--- src/tmz_pkg.sv ---
`default_nettype none
package tmz_pkg;
  // register offsets (printed offsets not all multiples of four: index times four)
  localparam logic [7:0]  IDX_COUNT   = 8'h01;
  localparam logic [7:0]  IDX_INTCTL  = 8'h0B;
  localparam logic [7:0]  IDX_OPTION  = 8'h81;
  localparam logic [7:0]  IDX_DIRA    = 8'h85;
  localparam logic [7:0]  IDX_CTRL    = 8'hC0;
  localparam logic [11:0] ADDR_COUNT  = {2'h0, IDX_COUNT, 2'h0};
  localparam logic [11:0] ADDR_INTCTL = {2'h0, IDX_INTCTL, 2'h0};
  localparam logic [11:0] ADDR_OPTION = {2'h0, IDX_OPTION, 2'h0};
  localparam logic [11:0] ADDR_DIRA   = {2'h0, IDX_DIRA, 2'h0};
  localparam logic [11:0] ADDR_CTRL   = {2'h0, IDX_CTRL, 2'h0};
  // option_config fields
  localparam int CS_BIT  = 5;
  localparam int SE_BIT  = 4;
  localparam int PA_BIT  = 3;
  // interrupt_control fields
  localparam int GIE_BIT = 7;
  localparam int OE_BIT  = 5;
  localparam int OF_BIT  = 2;
  // control register of our own: bit0 sleep, bit1 watchdog clear (write pulse)
  localparam int SLP_BIT = 0;
  localparam int WDC_BIT = 1;
  // reset values
  localparam logic [7:0] OPTION_RST = 8'hFF;
  localparam logic [7:0] DIRA_RST   = 8'h3F;
  localparam logic [7:0] INTCTL_RST = 8'h00;
  localparam logic [7:0] COUNT_RST  = 8'h00;
  // timing: instruction cycle is four clocks, write inhibit is two cycles
  localparam int         CLK_MHZ      = 250;
  localparam int         INSTR_NS     = 16;
  localparam logic [1:0] INSTR_DIV    = 2'((INSTR_NS * CLK_MHZ) / 1000 - 1);
  localparam logic [1:0] INHIBIT_CYC  = 2'h2;
endpackage
`default_nettype wire

--- src/tmz_timer0.sv ---
`timescale 1ns/1ns
`default_nettype none
module tmz_timer0
  import tmz_pkg::*;
(
  // clock and reset
  input  wire logic        sys_clk,
  input  wire logic        rst_n,
  // apb slave
  input  wire logic        psel,
  input  wire logic        penable,
  input  wire logic        pwrite,
  input  wire logic [11:0] paddr,
  input  wire logic [31:0] pwdata,
  output logic      [31:0] prdata,
  output logic             pready,
  output logic             pslverr,
  // pins and core signals
  input  wire logic        extCountIn,
  input  wire logic        wdtTickIn,
  output logic             wdtTick,
  output logic             wdtClear,
  output logic             overflowIrq
);
  // ---------------------------------------------------------------
  // registers
  // ---------------------------------------------------------------
  logic [7:0]  count_ff,  nxt_count;      // timer0_count
  logic [7:0]  intCtl_ff, nxt_intCtl;     // interrupt_control
  logic [7:0]  option_ff, nxt_option;     // option_config
  logic [7:0]  dirA_ff,   nxt_dirA;       // porta_direction
  logic        sleep_ff,  nxt_sleep;      // sleep level from the core
  logic [7:0]  pre_ff,    nxt_pre;        // shared prescaler, hidden
  logic [1:0]  phase_ff,  nxt_phase;      // instruction-cycle divider
  logic [1:0]  inhib_ff,  nxt_inhib;      // write inhibit count
  logic        sync1_ff,  sync2_ff, sync3_ff; // input synchroniser
  logic        edge_ff,   nxt_edge;       // edge pending until cycle boundary
  logic [31:0] prdata_ff, nxt_prdata;
  logic        pready_ff, nxt_pready;
  logic        slverr_ff, nxt_slverr;
  logic        wdTick_ff, nxt_wdTick;
  logic        wdClr_ff,  nxt_wdClr;
  logic        irq_ff,    nxt_irq;

  // ---------------------------------------------------------------
  // combinational helpers
  // ---------------------------------------------------------------
  logic       accPhase;    // first access cycle, answer not yet given
  logic       wrAcc;       // write lands at the edge that samples pready high
  logic       rdAcc;       // read data captured one cycle before the answer
  logic       cntWrite;    // software writes the count
  logic       wdcWrite;    // software issues the watchdog clear
  logic       cycEn;       // one pulse per instruction cycle
  logic       srcTick;     // source event for the count or prescaler
  logic       extEdge;     // selected edge seen on the synchronised input
  logic       preToTmr;    // prescaler owned by the timer
  logic [7:0] preMask;     // prescaler bits forming the ratio
  logic       preWrap;     // prescaler output pulse
  logic       cntInc;      // count advances this cycle
  logic [2:0] rate;

  // a write takes effect only while the master sees pready high,
  // so an access that never completes can not change a register
  assign accPhase = psel && penable && !pready_ff;
  assign wrAcc    = psel && penable && pwrite && pready_ff;
  assign rdAcc    = accPhase && !pwrite;
  assign cntWrite = wrAcc && paddr == ADDR_COUNT;
  assign wdcWrite = wrAcc && paddr == ADDR_CTRL && pwdata[WDC_BIT];
  assign rate     = option_ff[2:0];
  assign preToTmr = !option_ff[PA_BIT];
  assign cycEn    = phase_ff == INSTR_DIV && !sleep_ff;

  // ---------------------------------------------------------------
  // edge detect on the synchronised input, second and third stages
  // ---------------------------------------------------------------
  always_comb
  begin
    // rising when edge select clear, falling when set
    if (option_ff[SE_BIT])
      extEdge = sync3_ff && !sync2_ff;
    else
      extEdge = !sync3_ff && sync2_ff;
  end

  // ---------------------------------------------------------------
  // timer source and prescaler
  // ---------------------------------------------------------------
  always_comb
  begin
    // pending edge held in counter mode only, consumed at the cycle boundary;
    // an edge seen on the boundary itself is counted there, never kept
    nxt_edge = option_ff[CS_BIT] && (edge_ff || extEdge);
    if (cycEn)
      nxt_edge = 1'b0;
    // timer source: instruction cycle or synchronised external edge
    if (option_ff[CS_BIT])
      srcTick = cycEn && (edge_ff || extEdge);
    else
      srcTick = cycEn;
    // ratio mask: timer 2^(n+1), watchdog 2^n
    if (preToTmr)
      preMask = 8'((9'h002 << rate) - 9'h001);
    else
      preMask = 8'((9'h001 << rate) - 9'h001);
    preWrap = (pre_ff & preMask) == preMask;
    // prescaler advances on its owner's event, cleared by its owner's count write or watchdog clear
    nxt_pre = pre_ff;
    if (preToTmr && srcTick)
      nxt_pre = pre_ff + 8'h01;
    else if (!preToTmr && wdtTickIn)
      nxt_pre = pre_ff + 8'h01;
    if (preToTmr && cntWrite)
      nxt_pre = 8'h00;
    else if (!preToTmr && wdcWrite)
      nxt_pre = 8'h00;
    // unassigned watchdog runs unscaled
    if (preToTmr)
      nxt_wdTick = wdtTickIn;
    else
      nxt_wdTick = wdtTickIn && preWrap;
    nxt_wdClr = wdcWrite;
    // timer increments: unscaled, or on prescaler output
    if (preToTmr)
      cntInc = srcTick && preWrap && inhib_ff == 2'h0;
    else
      cntInc = srcTick && inhib_ff == 2'h0;
  end

  // ---------------------------------------------------------------
  // divider, inhibit, count and flags
  // ---------------------------------------------------------------
  always_comb
  begin
    nxt_phase = phase_ff + 2'h1;
    // inhibit counts instruction cycles after a count write
    nxt_inhib = inhib_ff;
    if (cycEn && inhib_ff != 2'h0)
      nxt_inhib = inhib_ff - 2'h1;
    if (cntWrite)
      nxt_inhib = INHIBIT_CYC;
    nxt_count  = count_ff;
    nxt_intCtl = intCtl_ff;
    nxt_option = option_ff;
    nxt_dirA   = dirA_ff;
    nxt_sleep  = sleep_ff;
    if (cntInc)
      nxt_count = count_ff + 8'h01;
    // register writes; prescaler has no address
    if (wrAcc)
    begin
      unique case (paddr)
        ADDR_COUNT:  nxt_count  = pwdata[7:0];
        ADDR_INTCTL: nxt_intCtl = pwdata[7:0];
        ADDR_OPTION: nxt_option = pwdata[7:0];
        ADDR_DIRA:   nxt_dirA   = {2'h0, pwdata[5:0]};
        ADDR_CTRL:   nxt_sleep  = pwdata[SLP_BIT];
        default:     nxt_count  = nxt_count;
      endcase
    end
    // wrap sets the flag; set beats a simultaneous clear
    if (cntInc && count_ff == 8'hFF)
      nxt_intCtl[OF_BIT] = 1'b1;
    nxt_irq = nxt_intCtl[OF_BIT] && nxt_intCtl[OE_BIT];
  end

  // ---------------------------------------------------------------
  // apb answer: ready one cycle into the access phase
  // ---------------------------------------------------------------
  always_comb
  begin
    nxt_pready = accPhase;
    nxt_slverr = 1'b0;
    nxt_prdata = 32'h0000_0000;
    // decode once per transfer, in the first access cycle
    if (accPhase)
    begin
      unique case (paddr)
        ADDR_COUNT:  nxt_prdata = {24'h0, count_ff};
        ADDR_INTCTL: nxt_prdata = {24'h0, intCtl_ff};
        ADDR_OPTION: nxt_prdata = {24'h0, option_ff};
        ADDR_DIRA:   nxt_prdata = {24'h0, dirA_ff};
        ADDR_CTRL:   nxt_prdata = {31'h0, sleep_ff};
        default:     nxt_slverr = 1'b1;
      endcase
    end
    if (!rdAcc)
      nxt_prdata = 32'h0000_0000;
  end

  // ---------------------------------------------------------------
  // state registers
  // ---------------------------------------------------------------
  always_ff @(posedge sys_clk)
  begin
    if (!rst_n)
    begin
      count_ff  <= COUNT_RST;
      intCtl_ff <= INTCTL_RST;
      option_ff <= OPTION_RST;
      dirA_ff   <= DIRA_RST;
      sleep_ff  <= 1'b0;
      pre_ff    <= 8'h00;
      phase_ff  <= 2'h0;
      inhib_ff  <= 2'h0;
      sync1_ff  <= 1'b0;
      sync2_ff  <= 1'b0;
      sync3_ff  <= 1'b0;
      edge_ff   <= 1'b0;
      prdata_ff <= 32'h0000_0000;
      pready_ff <= 1'b0;
      slverr_ff <= 1'b0;
      wdTick_ff <= 1'b0;
      wdClr_ff  <= 1'b0;
      irq_ff    <= 1'b0;
    end
    else
    begin
      count_ff  <= nxt_count;
      intCtl_ff <= nxt_intCtl;
      option_ff <= nxt_option;
      dirA_ff   <= nxt_dirA;
      sleep_ff  <= nxt_sleep;
      pre_ff    <= nxt_pre;
      phase_ff  <= nxt_phase;
      inhib_ff  <= nxt_inhib;
      sync1_ff  <= extCountIn;
      sync2_ff  <= sync1_ff;
      sync3_ff  <= sync2_ff;
      edge_ff   <= nxt_edge;
      prdata_ff <= nxt_prdata;
      pready_ff <= nxt_pready;
      slverr_ff <= nxt_slverr && nxt_pready;
      wdTick_ff <= nxt_wdTick;
      wdClr_ff  <= nxt_wdClr;
      irq_ff    <= nxt_irq;
    end
  end

  assign prdata      = prdata_ff;
  assign pready      = pready_ff;
  assign pslverr     = slverr_ff;
  assign wdtTick     = wdTick_ff;
  assign wdtClear    = wdClr_ff;
  assign overflowIrq = irq_ff;

  // ---------------------------------------------------------------
  // assertions
  // ---------------------------------------------------------------
  property p_flagOnWrap;
    @(posedge sys_clk) disable iff (!rst_n)
    (cntInc && count_ff == 8'hFF && !cntWrite) |=> (intCtl_ff[OF_BIT] && count_ff == 8'h00);
  endproperty
  a_flagOnWrap: assert property (p_flagOnWrap) else $error("wrap without flag");

  property p_flagIgnoresEnable;
    @(posedge sys_clk) disable iff (!rst_n)
    (cntInc && count_ff == 8'hFF && !intCtl_ff[OE_BIT] && !wrAcc) |=> intCtl_ff[OF_BIT];
  endproperty
  a_flagIgnoresEnable: assert property (p_flagIgnoresEnable) else $error("flag gated");

  property p_irqMask;
    @(posedge sys_clk) disable iff (!rst_n)
    (!intCtl_ff[OE_BIT] && !(wrAcc && paddr == ADDR_INTCTL)) |=> !overflowIrq;
  endproperty
  a_irqMask: assert property (p_irqMask) else $error("irq while masked");

  property p_inhibitCount;
    @(posedge sys_clk) disable iff (!rst_n)
    cntWrite |=> inhib_ff == 2'h2;
  endproperty
  a_inhibitCount: assert property (p_inhibitCount) else $error("inhibit not loaded");

  property p_noIncInhib;
    @(posedge sys_clk) disable iff (!rst_n)
    (inhib_ff != 2'h0 && !cntWrite) |=> count_ff == $past(count_ff);
  endproperty
  a_noIncInhib: assert property (p_noIncInhib) else $error("count during inhibit");

  property p_sleepStops;
    @(posedge sys_clk) disable iff (!rst_n)
    (sleep_ff && !wrAcc) |=> $stable(count_ff);
  endproperty
  a_sleepStops: assert property (p_sleepStops) else $error("count in sleep");

  property p_preClrTmr;
    @(posedge sys_clk) disable iff (!rst_n)
    (cntWrite && preToTmr) |=> pre_ff == 8'h00;
  endproperty
  a_preClrTmr: assert property (p_preClrTmr) else $error("prescaler kept");

  property p_preClrWdt;
    @(posedge sys_clk) disable iff (!rst_n)
    (wdcWrite && !preToTmr) |=> (pre_ff == 8'h00 && wdtClear);
  endproperty
  a_preClrWdt: assert property (p_preClrWdt) else $error("watchdog clear missed");

  property p_timerUnscaled;
    @(posedge sys_clk) disable iff (!rst_n)
    (!option_ff[CS_BIT] && !preToTmr && cycEn && inhib_ff == 2'h0 && !wrAcc)
      |=> count_ff == $past(count_ff) + 8'h01;
  endproperty
  a_timerUnscaled: assert property (p_timerUnscaled) else $error("timer missed cycle");

  property p_wdtUnscaled;
    @(posedge sys_clk) disable iff (!rst_n)
    (preToTmr && wdtTickIn) |=> wdtTick;
  endproperty
  a_wdtUnscaled: assert property (p_wdtUnscaled) else $error("watchdog scaled");

  property p_pready;
    @(posedge sys_clk) disable iff (!rst_n)
    (psel && penable && !pready) |=> pready;
  endproperty
  a_pready: assert property (p_pready) else $error("apb no answer");

  // counter mode: no selected edge, no count change
  property p_cntNeedsEdge;
    @(posedge sys_clk) disable iff (!rst_n)
    (option_ff[CS_BIT] && !edge_ff && !extEdge && !cntWrite) |=> $stable(count_ff);
  endproperty
  a_cntNeedsEdge: assert property (p_cntNeedsEdge) else $error("no edge");

  // a pending edge never survives the boundary that counts it
  property p_edgeUsed;
    @(posedge sys_clk) disable iff (!rst_n)
    (cycEn && option_ff[CS_BIT]) |=> !edge_ff;
  endproperty
  a_edgeUsed: assert property (p_edgeUsed) else $error("edge kept");

  // timer-owned prescaler never divides by less than two
  property p_tmrMinRatio;
    @(posedge sys_clk) disable iff (!rst_n)
    (preToTmr && srcTick && !pre_ff[0] && !cntWrite) |=> $stable(count_ff);
  endproperty
  a_tmrMinRatio: assert property (p_tmrMinRatio) else $error("ratio below 2");

  // watchdog-owned prescaler at rate zero passes every tick
  property p_wdtOneToOne;
    @(posedge sys_clk) disable iff (!rst_n)
    (!preToTmr && rate == 3'h0 && wdtTickIn) |=> wdtTick;
  endproperty
  a_wdtOneToOne: assert property (p_wdtOneToOne) else $error("tick lost");

  // only the 8-bit registers and the sleep bit are readable, the prescaler never shows
  property p_readHidden;
    @(posedge sys_clk) disable iff (!rst_n)
    rdAcc |=> prdata[31:8] == 24'h00_0000;
  endproperty
  a_readHidden: assert property (p_readHidden) else $error("upper bits set");

  // the flag stays until software writes the interrupt control
  property p_flagHold;
    @(posedge sys_clk) disable iff (!rst_n)
    (intCtl_ff[OF_BIT] && !(wrAcc && paddr == ADDR_INTCTL)) |=> intCtl_ff[OF_BIT];
  endproperty
  a_flagHold: assert property (p_flagHold) else $error("flag lost");
endmodule
`default_nettype wire

--- config.mk ---
export PLATFORM = sky130hd
export DESIGN_NAME = tmz_timer0
export DESIGN_NICKNAME = d
export VERILOG_FILES = /design/src/tmz_pkg.sv /design/src/tmz_timer0.sv
export SDC_FILE = /design/constraint.sdc
export NUM_CORES = 1
export LEC_CHECK = 0
export BUFFER_PORTS_ARGS = -buffer_cell sky130_fd_sc_hd__clkbuf_2
export CORE_MARGIN = 2
export CORE_UTILIZATION = 52
export DETAILED_ROUTE_END_ITERATION = 8
export PLACE_DENSITY = 0.86
export SETUP_SLACK_MARGIN = 0.2
export SLEW_MARGIN = 30
export SYNTH_ARGS = -nofsm -noshare
export SYNTH_HDL_FRONTEND = slang
export SYNTH_SLANG_ARGS = --single-unit
--- constraint.sdc ---
create_clock -name sys_clk -period 3.1 [get_ports sys_clk]
set_input_delay 0.62 -clock sys_clk [delete_from_list [all_inputs] [get_ports sys_clk]]
set_output_delay 0.62 -clock sys_clk [all_outputs]
set_load 0.01 [all_outputs]
==> results.sh, run 1 <==
export IMPL_cts_tree="yes"
export IMPL_synthFlopType="dfxtp_1"
export IMPL_synth_top_family_by_area="simple AND/OR/NAND/NOR gates"
export IMPL_drt_iter0_drc=205
export IMPL_synth_edf_count=0
export IMPL_slew_violations=0
export IMPL_routabilityCongestion=0.866
export IMPL_r2r_start="option_ff[3]"
export IMPL_layout_drive_gt1_share_pct=22.9
export IMPL_num_vias=2853
export IMPL_start_kind="flip-flop"
export IMPL_drc=0
export IMPL_multi_input_area_mm2=0.00178
export IMPL_synth_compound_area_share_pct=12.6
export IMPL_grtUsageTotal_pct=22.9
export IMPL_dp_hpwl_mm=5.13
export IMPL_finalPower_uw=1580
export IMPL_period_share_pct=91.7
export IMPL_reg2reg_to="count_ff[0]"
export IMPL_routed_via_density=5.72
export IMPL_wl_per_cell_um=15.1
export IMPL_firstDrtPassIters=7
export IMPL_endpoint="count_ff[0]"
export IMPL_clock_sinks=60
export IMPL_grt_max_degree=45
export IMPL_numCtsBuffers=9
export IMPL_synthArstFlopShare_pct=0
export IMPL_ys_ff_latch=60
export IMPL_relSlewSlack_pct=53.3
export IMPL_root_buffer="clkbuf_8"
export IMPL_cp_required_ps=3380
export IMPL_syn_cell_area_mm2=0.00312
export IMPL_grt_overflow=0
export IMPL_dieArea_mm2=0.00664
export IMPL_rsz0062_at_grt="no"
export IMPL_clk_latency_ps=350
export IMPL_endpoint_kind="flip-flop"
export IMPL_setup_viol=0
export IMPL_crit_path_start="option_ff[3]"
export IMPL_cts_htree_levels=3
export IMPL_antenna_found_initial=0
export IMPL_yosys_top_cells_area="dfxtp_1 (38%), mux2i_1 (9.9%), buf_4 (5.8%)"
export IMPL_ys_types=50
export IMPL_port_buffers=39
export IMPL_fin_cells=499
export IMPL_drt_wl_total_mm=7.54
export IMPL_core_area_mm2=0.00585
export IMPL_holdWs_ps=437
export IMPL_ys_warn_count=0
export IMPL_dpl_cell_area_mm2=0.00340
export IMPL_worstMarginPinSlew_ps=697
export IMPL_clock_skew_ps=12.1
export IMPL_dp_cells=475
export IMPL_ios=88
export IMPL_synth_simple_gate_area_share_pct=24.0
export IMPL_synth_xor_xnor_area_share_pct=2.81
export IMPL_core_rowCount=28
export IMPL_post_synth_top_area_fraction_pct=38.5
export IMPL_cp_max_fo=6
export IMPL_yosys_area_share_adder_pct=2.81
export IMPL_avgSynthCellArea_um2=8.74
export IMPL_synth_cells=357
export IMPL_cap_violations=0
export IMPL_worstHoldStart="phase_ff[0]"
export IMPL_reg2reg_depth=10
export IMPL_yosysSeqAreaShare_pct=38.5
export IMPL_hold_viol_final=0
export IMPL_fin_setup_tns_ps=0
export IMPL_die_h_um=81.5
export IMPL_regArea_mm2=0.00120
export IMPL_leakage_uw=0.00157
export IMPL_grt_pass1_vias=2621
export IMPL_fin_area_mm2=0.00371
export IMPL_synthToLayoutAreaGrowth_pct=18.9
export IMPL_p_per_area_mw_per_mm2=424
export IMPL_fmax_mhz=352
export IMPL_die_w_um=81.5
export IMPL_setup_worst_path_class="flip-flop to flip-flop"
export IMPL_grt_pass1_wl_mm=11.7
export IMPL_ff2ff_setup_slack_ps=260
export IMPL_initial_utilization_pct=53.3
export IMPL_clkTransAtPathRegs_ps=70
export IMPL_finalCriticalPeriod_ps=2840
export IMPL_synth_largest_area_cell="dfxtp_1"
export IMPL_fill_cells=454
export IMPL_n_antenna_cell=0
export IMPL_antenna_left=0
export IMPL_worst_hold_path_type="flip-flop to flip-flop"
export IMPL_worstPathArrival_ps=3120
export IMPL_worst_ir_drop_vdd_uv=338
export IMPL_status="completed"
export IMPL_cts_buffer_depth=2
export IMPL_synthMuxAreaShare_pct=10.3
export IMPL_layout_nets=477
## cells in the mapped netlist (3+ instances only)
| master | instances |
|---|---|
| ha_1 | 7 |
| xor2_1 | 6 |
| a21oi_1 | 3 |
| or4_1 | 5 |
| and2_1 | 8 |
| nor2_1 | 29 |
| nand4_1 | 7 |
| nand2b_1 | 3 |
| nor4_1 | 3 |
| nor3_1 | 4 |
| dfxtp_1 | 60 |
| or3b_2 | 3 |
| nor2b_1 | 13 |
| and3_1 | 4 |
| o31ai_1 | 6 |
| a31oi_1 | 12 |
| inv_1 | 12 |
| o21ai_0 | 14 |
| nand2_1 | 33 |
| nand3b_1 | 3 |
| mux2i_1 | 31 |
| clkbuf_1 | 10 |
| xnor2_1 | 4 |
| a221oi_1 | 5 |
| nand3_1 | 13 |
| or3_1 | 3 |
| buf_4 | 24 |
## layer usage
layer	up-vias	track usage [%]	routed length (µm)
met5	-	0	0
met4	0	11.7	159
met3	19	5.27	464
met2	125	38.4	3720
met1	1350	27.3	3190
li1	1359	-	-
## cells by family (layout without fill, tap and decap cells)
group,Yosys count,in the layout
muxes,32,32
and+or+nand+nor,141,141
DFF,60,60
other,1,24
AOI/OAI and AO/OA,57,57
adders and majority gates,7,7
buffers and inverters,49,93
xor gates and xnor gates,10,10
## repair_timing
action	4_1_cts	5_1_grt
pin swaps	5	9
endpoints found under the setup margin	8	9
buffers inserted	2	6
gates resized for setup	7	8
hold buffers	0	0
cloned	0	0
## metrics by stage
stage / utilization, % / setup slack, ps
after CTS: 62.2 / 284
after global routing: 63.4 / 172
final: 63.4 / 257
after floorplan: - / 237
after global placement: 58.1 / 127
after detailed placement: 58.2 / 49.9
## report_power, final
part / total [µW] / internal [µW] / switching [µW]
registers: 785 / 779 / 5.86
logic: 90.7 / 34.0 / 56.7
clock network: 700 / 371 / 329
total: 1580 / 1180 / 391
## critical path: stages (launching register included)
cell      delay, ps
dfxtp_1         400
ha_4            250
nand2_1          60
ha_2            170
or3b_4          380
nand4b_1        120
a31oi_2         130
o41a_1          550
buf_4           190
or3_1           340
a31oi_1         150
## worst min path at each step
stage / end / slack (ps) / depth (start not counted)
2_1_floorplan: phase_ff[0] / 400 / 1
3_5_place_dp: phase_ff[0] / 420 / 1
6_report: phase_ff[0] / 440 / 1
5_1_grt: phase_ff[0] / 450 / 1
3_3_place_gp: phase_ff[0] / 410 / 1
4_1_cts: phase_ff[0] / 430 / 1
## state kept, by name, summed over array words and instances, names as in the netlist, 2 cells and up
register,count
pre_ff,8
prdata,8
intCtl_ff,8
option_ff,8
inhib_ff,2
count_ff,8
phase_ff,2
dirA_ff,6
## placed cells by master (no fill, tap or decap), drive strengths merged, types with 3 or more instances in the layout
cell type and count:
dfxtp 60, clkbuf 49, nand2 33, mux2i 31
nor2 29, buf 26, conb 24, o21ai 14
nor2b 13, nand3 13, inv 13, a31oi 12
and2 8, nand4 7, ha 7, xor2 6
o31ai 6, a221oi 5, or4 5, nor4 5
nor3 4, xnor2 4, and3 4, nand2b 3
nand3b 3, or3 3, a21oi 3, or3b 3
## area by class of cell
type                       instances  area share, %
inverter                          12           1.21
clock buffer                      10           3.44
tap                               75           2.53
clock inverter                     6           1.72
sequential                        60           32.4
multi-input combinational        271           48.1
timing repair buffer              65           10.6
Note: power is estimated with default switching activity, not from simulation.
==> run 2: changes to the inputs <==
- PLACE_DENSITY: 0.86 -> 0.8
- clock period: 3.1 -> 2.75 ns (I/O delays scaled with it)
==> run 2 against run 1 <==
Compared with the run above:
- the run now ends with negative setup slack left
- non-clock buffer count grew 8
- clock skew shrank 3.8 ps
- combinational power grew 16%
- register-to-register slack lost 360 ps
- via count grew 1.6%
- hold slack lost 3.5 ps
- wire length grew 8.2%
==> results.sh, run 2 (same netlist as run 1, synthesis figures left out) <==
export IMPL_start_kind="flip-flop"
export IMPL_cp_required_ps=3020
export IMPL_cts_hold_buf=0
export IMPL_layout_common_cells="dfxtp_1 (58), clkbuf_2 (39), buf_4 (33)"
export IMPL_fill_cells=453
export IMPL_routed_via_density=5.72
export IMPL_setup_viol=6
export IMPL_antenna_found_initial=0
export IMPL_critical_path_max_stage_delay_ps=540
export IMPL_finalCriticalPeriod_ps=2850
export IMPL_clk_latency_ps=340
export IMPL_worst_hold_path_type="flip-flop to flip-flop"
export IMPL_cts_tree="yes"
export IMPL_fin_setup_tns_ps=-374
export IMPL_worstMarginPinSlew_ps=726
export IMPL_core_rowCount=28
export IMPL_layout_nets=486
export IMPL_die_h_um=81.5
export IMPL_crit_family="compound AO/OA/AOI/OAI gates"
export IMPL_cap_violations=0
export IMPL_clock_sinks=60
export IMPL_leakage_uw=0.00168
export IMPL_synthToLayoutAreaGrowth_pct=25.5
export IMPL_worstPathArrival_ps=3130
export IMPL_die_w_um=81.5
export IMPL_dieArea_mm2=0.00664
export IMPL_num_vias=2898
export IMPL_fmax_mhz=350
export IMPL_dp_cells=478
export IMPL_drc=0
export IMPL_clock_skew_ps=8.32
export IMPL_period_share_pct=104
export IMPL_cpMaxStageDelayCell="o41a_1"
export IMPL_grtUsageTotal_pct=24.9
export IMPL_path_cells="inv_2 > ha_4 > xnor2_2 > a211o_1 > a2111o_1 > o41a_1 > buf_4 > or4_1 > a31oi_1"
export IMPL_hold_viol_final=0
export IMPL_layout_drive_gt1_share_pct=27.1
export IMPL_dp_hpwl_mm=5.09
export IMPL_grt_pass1_vias=2709
export IMPL_worst_ir_drop_vdd_uv=394
export IMPL_cts_buffer_depth=2
export IMPL_grt_pass1_wl_mm=12.6
export IMPL_ios=88
export IMPL_antenna_left=0
export IMPL_worst_slack_ps=-104
export IMPL_drt_wl_total_mm=8.15
export IMPL_fin_cells=507
export IMPL_slew_violations=0
export IMPL_p_per_area_mw_per_mm2=484
export IMPL_clkTransAtPathRegs_ps=70
export IMPL_holdWs_ps=434
export IMPL_grt_max_degree=34
export IMPL_setup_worst_path_class="flip-flop to flip-flop"
export IMPL_core_area_mm2=0.00585
export IMPL_cp_num_buf_inv=2
export IMPL_finish_utilization_pct=67.0
export IMPL_violations="negative setup slack"
export IMPL_n_antenna_cell=0
export IMPL_wl_per_cell_um=16.1
export IMPL_cp_max_fo=5
export IMPL_initial_utilization_pct=53.3
export IMPL_pre_cts_ws_ps=-76.3
export IMPL_cts_htree_levels=3
export IMPL_firstDrtPassIters=5
export IMPL_status="complete, but fails checks"
export IMPL_numCtsBuffers=9
export IMPL_root_buffer="clkbuf_8"
export IMPL_drt_iter0_drc=297
export IMPL_relSlewSlack_pct=51.3
export IMPL_endpoint_kind="flip-flop"
export IMPL_rsz0062_at_grt="yes"
export IMPL_routabilityCongestion=0.810
export IMPL_layout_commonest_cell="dfxtp_1"
export IMPL_port_buffers=39
export IMPL_grt_overflow=0
-- run 2: cell count changes in the layout (fill, tap and decap cells not counted), sizes merged --
cell,delta
clkbuf,+1
inv,-1
clkinvlp,-1
clkinv,-1
bufinv,+1
buf,+8
o41a,+1
-- run 2: final cells by class --
cell class / count / area (µm²) / area share (%)
clock buffers: 11 / 151 / 3.86
clock inverters: 4 / 72.6 / 1.85
inverters: 12 / 45.0 / 1.15
multi-input cells: 272 / 1900 / 48.4
flip-flops and latches: 60 / 1200 / 30.7
well taps: 75 / 93.8 / 2.40
repair buffers: 73 / 454 / 11.6
-- run 2: stage by stage --
| step | cell area, µm² | total power (µW) |
|---|---|---|
| after floorplan | 3280 | 990 |
| after global placement | 3480 | 1000 |
| after detailed placement | 3480 | 1010 |
| after CTS | 3820 | 1900 |
| after global routing | 3920 | 1950 |
| final | 3920 | 1890 |
-- run 2: worst paths after layout --
| path | start | slack (ps) | to | cells after the start |
|---|---|---|---|---|
| setup / recovery | option_ff[0] | -100 | count_ff[6] | 9 |
| hold / removal | phase_ff[0] | 430 | phase_ff[0] | 1 |
| setup reg to reg | option_ff[0] | -100 | count_ff[6] | 9 |
| hold reg to reg | phase_ff[0] | 430 | phase_ff[0] | 1 |
-- run 2: routing by layer --
layer  vias up  track usage (%)  routed length [µm]
li1       1380                -                   -
met1      1365             31.3                3400
met2       139             41.3                4050
met3        14             4.95                 541
met4         0             11.0                 158
met5         -                0                   0
-- run 2: where the power goes --
group	switching, µW	leakage [µW]	internal, µW
sequential	7.97	0.000485	878
combinational	65.8	0.00108	39.5
clock	350	0.000111	553
total	424	0.00168	1470
-- run 2: repair_timing --
item,CTS,global route
gates cloned,1,0
endpoints found under the setup margin,8,10
pin swaps,14,13
setup buffers,7,6
resized for setup,8,10
==> run 3: changes to the inputs <==
- CELL_PAD_IN_SITES_DETAIL_PLACEMENT: not set -> 2
- CELL_PAD_IN_SITES_GLOBAL_PLACEMENT: not set -> 2
- CORE_UTILIZATION: 52 -> 30
- PLACE_DENSITY: 0.8 -> not set
- PLACE_DENSITY_LB_ADDON: not set -> 0.1
==> run 3 against run 2 <==
Compared with the run above:
- the run still ends with negative setup slack left
- global-route usage shrank 6.6 points
- highest routed layer unchanged
- power shrank 3.1%
- first-iteration DRC count shrank 80%
- critical path depth shrank 1
- sequential share of layout area shrank 0.31 points
- register-to-register slack gained 80 ps
- setup slack gained 82 ps
- final cell count grew 12%
- fmax grew 3.0%
- largest power group is now registers
==> results.sh, run 3 (same netlist as run 1, synthesis figures left out) <==
export IMPL_hold_depth=2
export IMPL_synthToLayoutAreaGrowth_pct=27.1
export IMPL_hold_viol_final=0
export IMPL_die_w_um=106
export IMPL_port_buffers=39
export IMPL_drt_iter0_drc=59
export IMPL_layout_commonest_cell="dfxtp_1"
export IMPL_clock_sinks=60
export IMPL_holdPathEnd="sync1_ff"
export IMPL_ff2ff_setup_slack_ps=-20
export IMPL_routabilityCongestion=0.700
export IMPL_setup_viol=3
export IMPL_dieArea_mm2=0.0112
export IMPL_slew_violations=0
export IMPL_grt_max_degree=33
export IMPL_path_cells="inv_2 > ha_4 > xnor2_2 > a211o_1 > a2111o_1 > o41a_1 > or4_1 > a31oi_1"
export IMPL_routed_via_density=5.07
export IMPL_endpoint_kind="flip-flop"
export IMPL_antenna_found_initial=0
export IMPL_crit_family="compound AO/OA/AOI/OAI gates"
export IMPL_fmax_mhz=361
export IMPL_reg2reg_to="count_ff[5]"
export IMPL_firstDrtPassIters=4
export IMPL_cts_hold_buf=0
export IMPL_antenna_left=0
export IMPL_grtUsageTotal_pct=18.3
export IMPL_die_h_um=106
export IMPL_critical_path_max_stage_delay_ps=530
export IMPL_worst_hold_path_type="input pin to flip-flop"
export IMPL_r2r_start="option_ff[0]"
export IMPL_core_rowCount=37
export IMPL_finalCriticalPeriod_ps=2770
export IMPL_clk_latency_ps=350
export IMPL_numCtsBuffers=9
export IMPL_dp_hpwl_mm=7.01
export IMPL_core_area_mm2=0.0102
export IMPL_layout_nets=487
export IMPL_clkTransAtPathRegs_ps=70
export IMPL_worst_ir_drop_vdd_uv=181
export IMPL_grt_pass1_wl_mm=15.9
export IMPL_period_share_pct=101
export IMPL_status="complete, but fails checks"
export IMPL_leakage_uw=0.00169
export IMPL_cts_tree="yes"
export IMPL_cts_htree_levels=3
export IMPL_grt_pass1_vias=3047
export IMPL_p_per_area_mw_per_mm2=463
export IMPL_worstHoldStart="extCountIn"
export IMPL_wl_per_cell_um=17.0
export IMPL_cts_buffer_depth=2
export IMPL_worstMarginPinSlew_ps=697
export IMPL_cpMaxStageDelayCell="o41a_1"
export IMPL_reg2reg_depth=8
export IMPL_layout_common_cells="dfxtp_1 (58), clkbuf_2 (39), buf_4 (34)"
export IMPL_worst_slack_ps=-22.0
export IMPL_start_kind="flip-flop"
export IMPL_grt_overflow=0
export IMPL_cap_violations=0
export IMPL_num_vias=2891
export IMPL_violations="negative setup slack"
export IMPL_layout_drive_gt1_share_pct=26.5
export IMPL_holdWs_ps=405
export IMPL_clock_skew_ps=13.2
export IMPL_fin_setup_tns_ps=-37.3
export IMPL_fill_cells=1171
export IMPL_rsz0062_at_grt="yes"
export IMPL_cp_max_fo=5
export IMPL_n_antenna_cell=0
export IMPL_drc=0
export IMPL_finish_utilization_pct=38.8
export IMPL_cp_num_buf_inv=1
export IMPL_cp_required_ps=3030
export IMPL_worstPathArrival_ps=3050
export IMPL_relSlewSlack_pct=53.1
export IMPL_setup_worst_path_class="flip-flop to flip-flop"
export IMPL_root_buffer="clkbuf_8"
export IMPL_drt_wl_total_mm=9.69
export IMPL_initial_utilization_pct=30.5
export IMPL_ios=88
## run 3: cell count changes in the layout (fill, tap and decap cells not counted), sizes merged
cell / change
clkbuf: +1
clkinv: +1
buf: +1
bufinv: -1
## run 3: per-layer routing
| layer | GRT usage, % | part of all wire (%) | vias to the layer above | routed length, µm |
|---|---|---|---|---|
| met2 | 30.2 | 48 | 42 | 4700 |
| met3 | 2.76 | 2.2 | 11 | 209 |
| met4 | 8.18 | 1.8 | 0 | 175 |
| met1 | 23.6 | 48 | 1457 | 4610 |
| li1 | - | - | 1381 | - |
| met5 | 0 | 0 | - | 0 |
## run 3: cell type report
cell class | count | area, µm² | share of cell area (%)
sequential | 60 | 1210 | 30.4
clock inverter | 4 | 47.5 | 1.20
timing repair buffer | 74 | 462 | 11.6
clock buffer | 12 | 155 | 3.91
inverter | 12 | 45.0 | 1.14
multi-input combinational | 272 | 1880 | 47.4
tap | 136 | 170 | 4.29
## run 3: through the flow
step           power (µW)  cell area [µm²]  setup slack (ps)  cells
2_1_floorplan         990             3280               162    380
3_3_place_gp         1010             3610             -30.8    547
3_5_place_dp         1010             3610              -103    547
4_1_cts              1870             3880             -40.7    566
5_1_grt              1920             3970              -105    570
6_report             1830             3970             -22.0    570
## run 3: timing repair
| item | in CTS | in global routing |
|---|---|---|
| pin swaps | 14 | 9 |
| setup endpoints to repair | 9 | 10 |
| resized for setup | 9 | 9 |
| cloned | 1 | 0 |
| buffers inserted | 2 | 4 |
## run 3: how the worst max path moves through the flow
stage | slack (ps) | startpoint | end | cells past startpoint
4_1_cts | -40 | option_ff[3] | count_ff[5] | 10
3_5_place_dp | -100 | option_ff[3] | overflowIrq | 10
2_1_floorplan | 160 | option_ff[0] | count_ff[0] | 12
5_1_grt | -100 | option_ff[3] | count_ff[5] | 10
6_report | -20 | option_ff[0] | count_ff[5] | 8
3_3_place_gp | -30 | option_ff[3] | count_ff[5] | 9
## run 3: worst register-to-register path, delay by kind of cell (launching register included)
| kind | cells | cell delay [ps] |
|---|---|---|
| xor+xnor | 1 | 150 |
| flops | 1 | 340 |
| compound gates | 4 | 1370 |
| buf+inv | 1 | 40 |
| simple gates | 1 | 530 |
| fa+ha+maj | 1 | 260 |
## run 3: report_power, final
group / switching [µW] / leakage [µW] / internal, µW
Clock: 375 / 0.000102 / 465
Combinational: 69.9 / 0.00110 / 39.8
Sequential: 7.97 / 0.000485 / 877
Total: 453 / 0.00169 / 1380
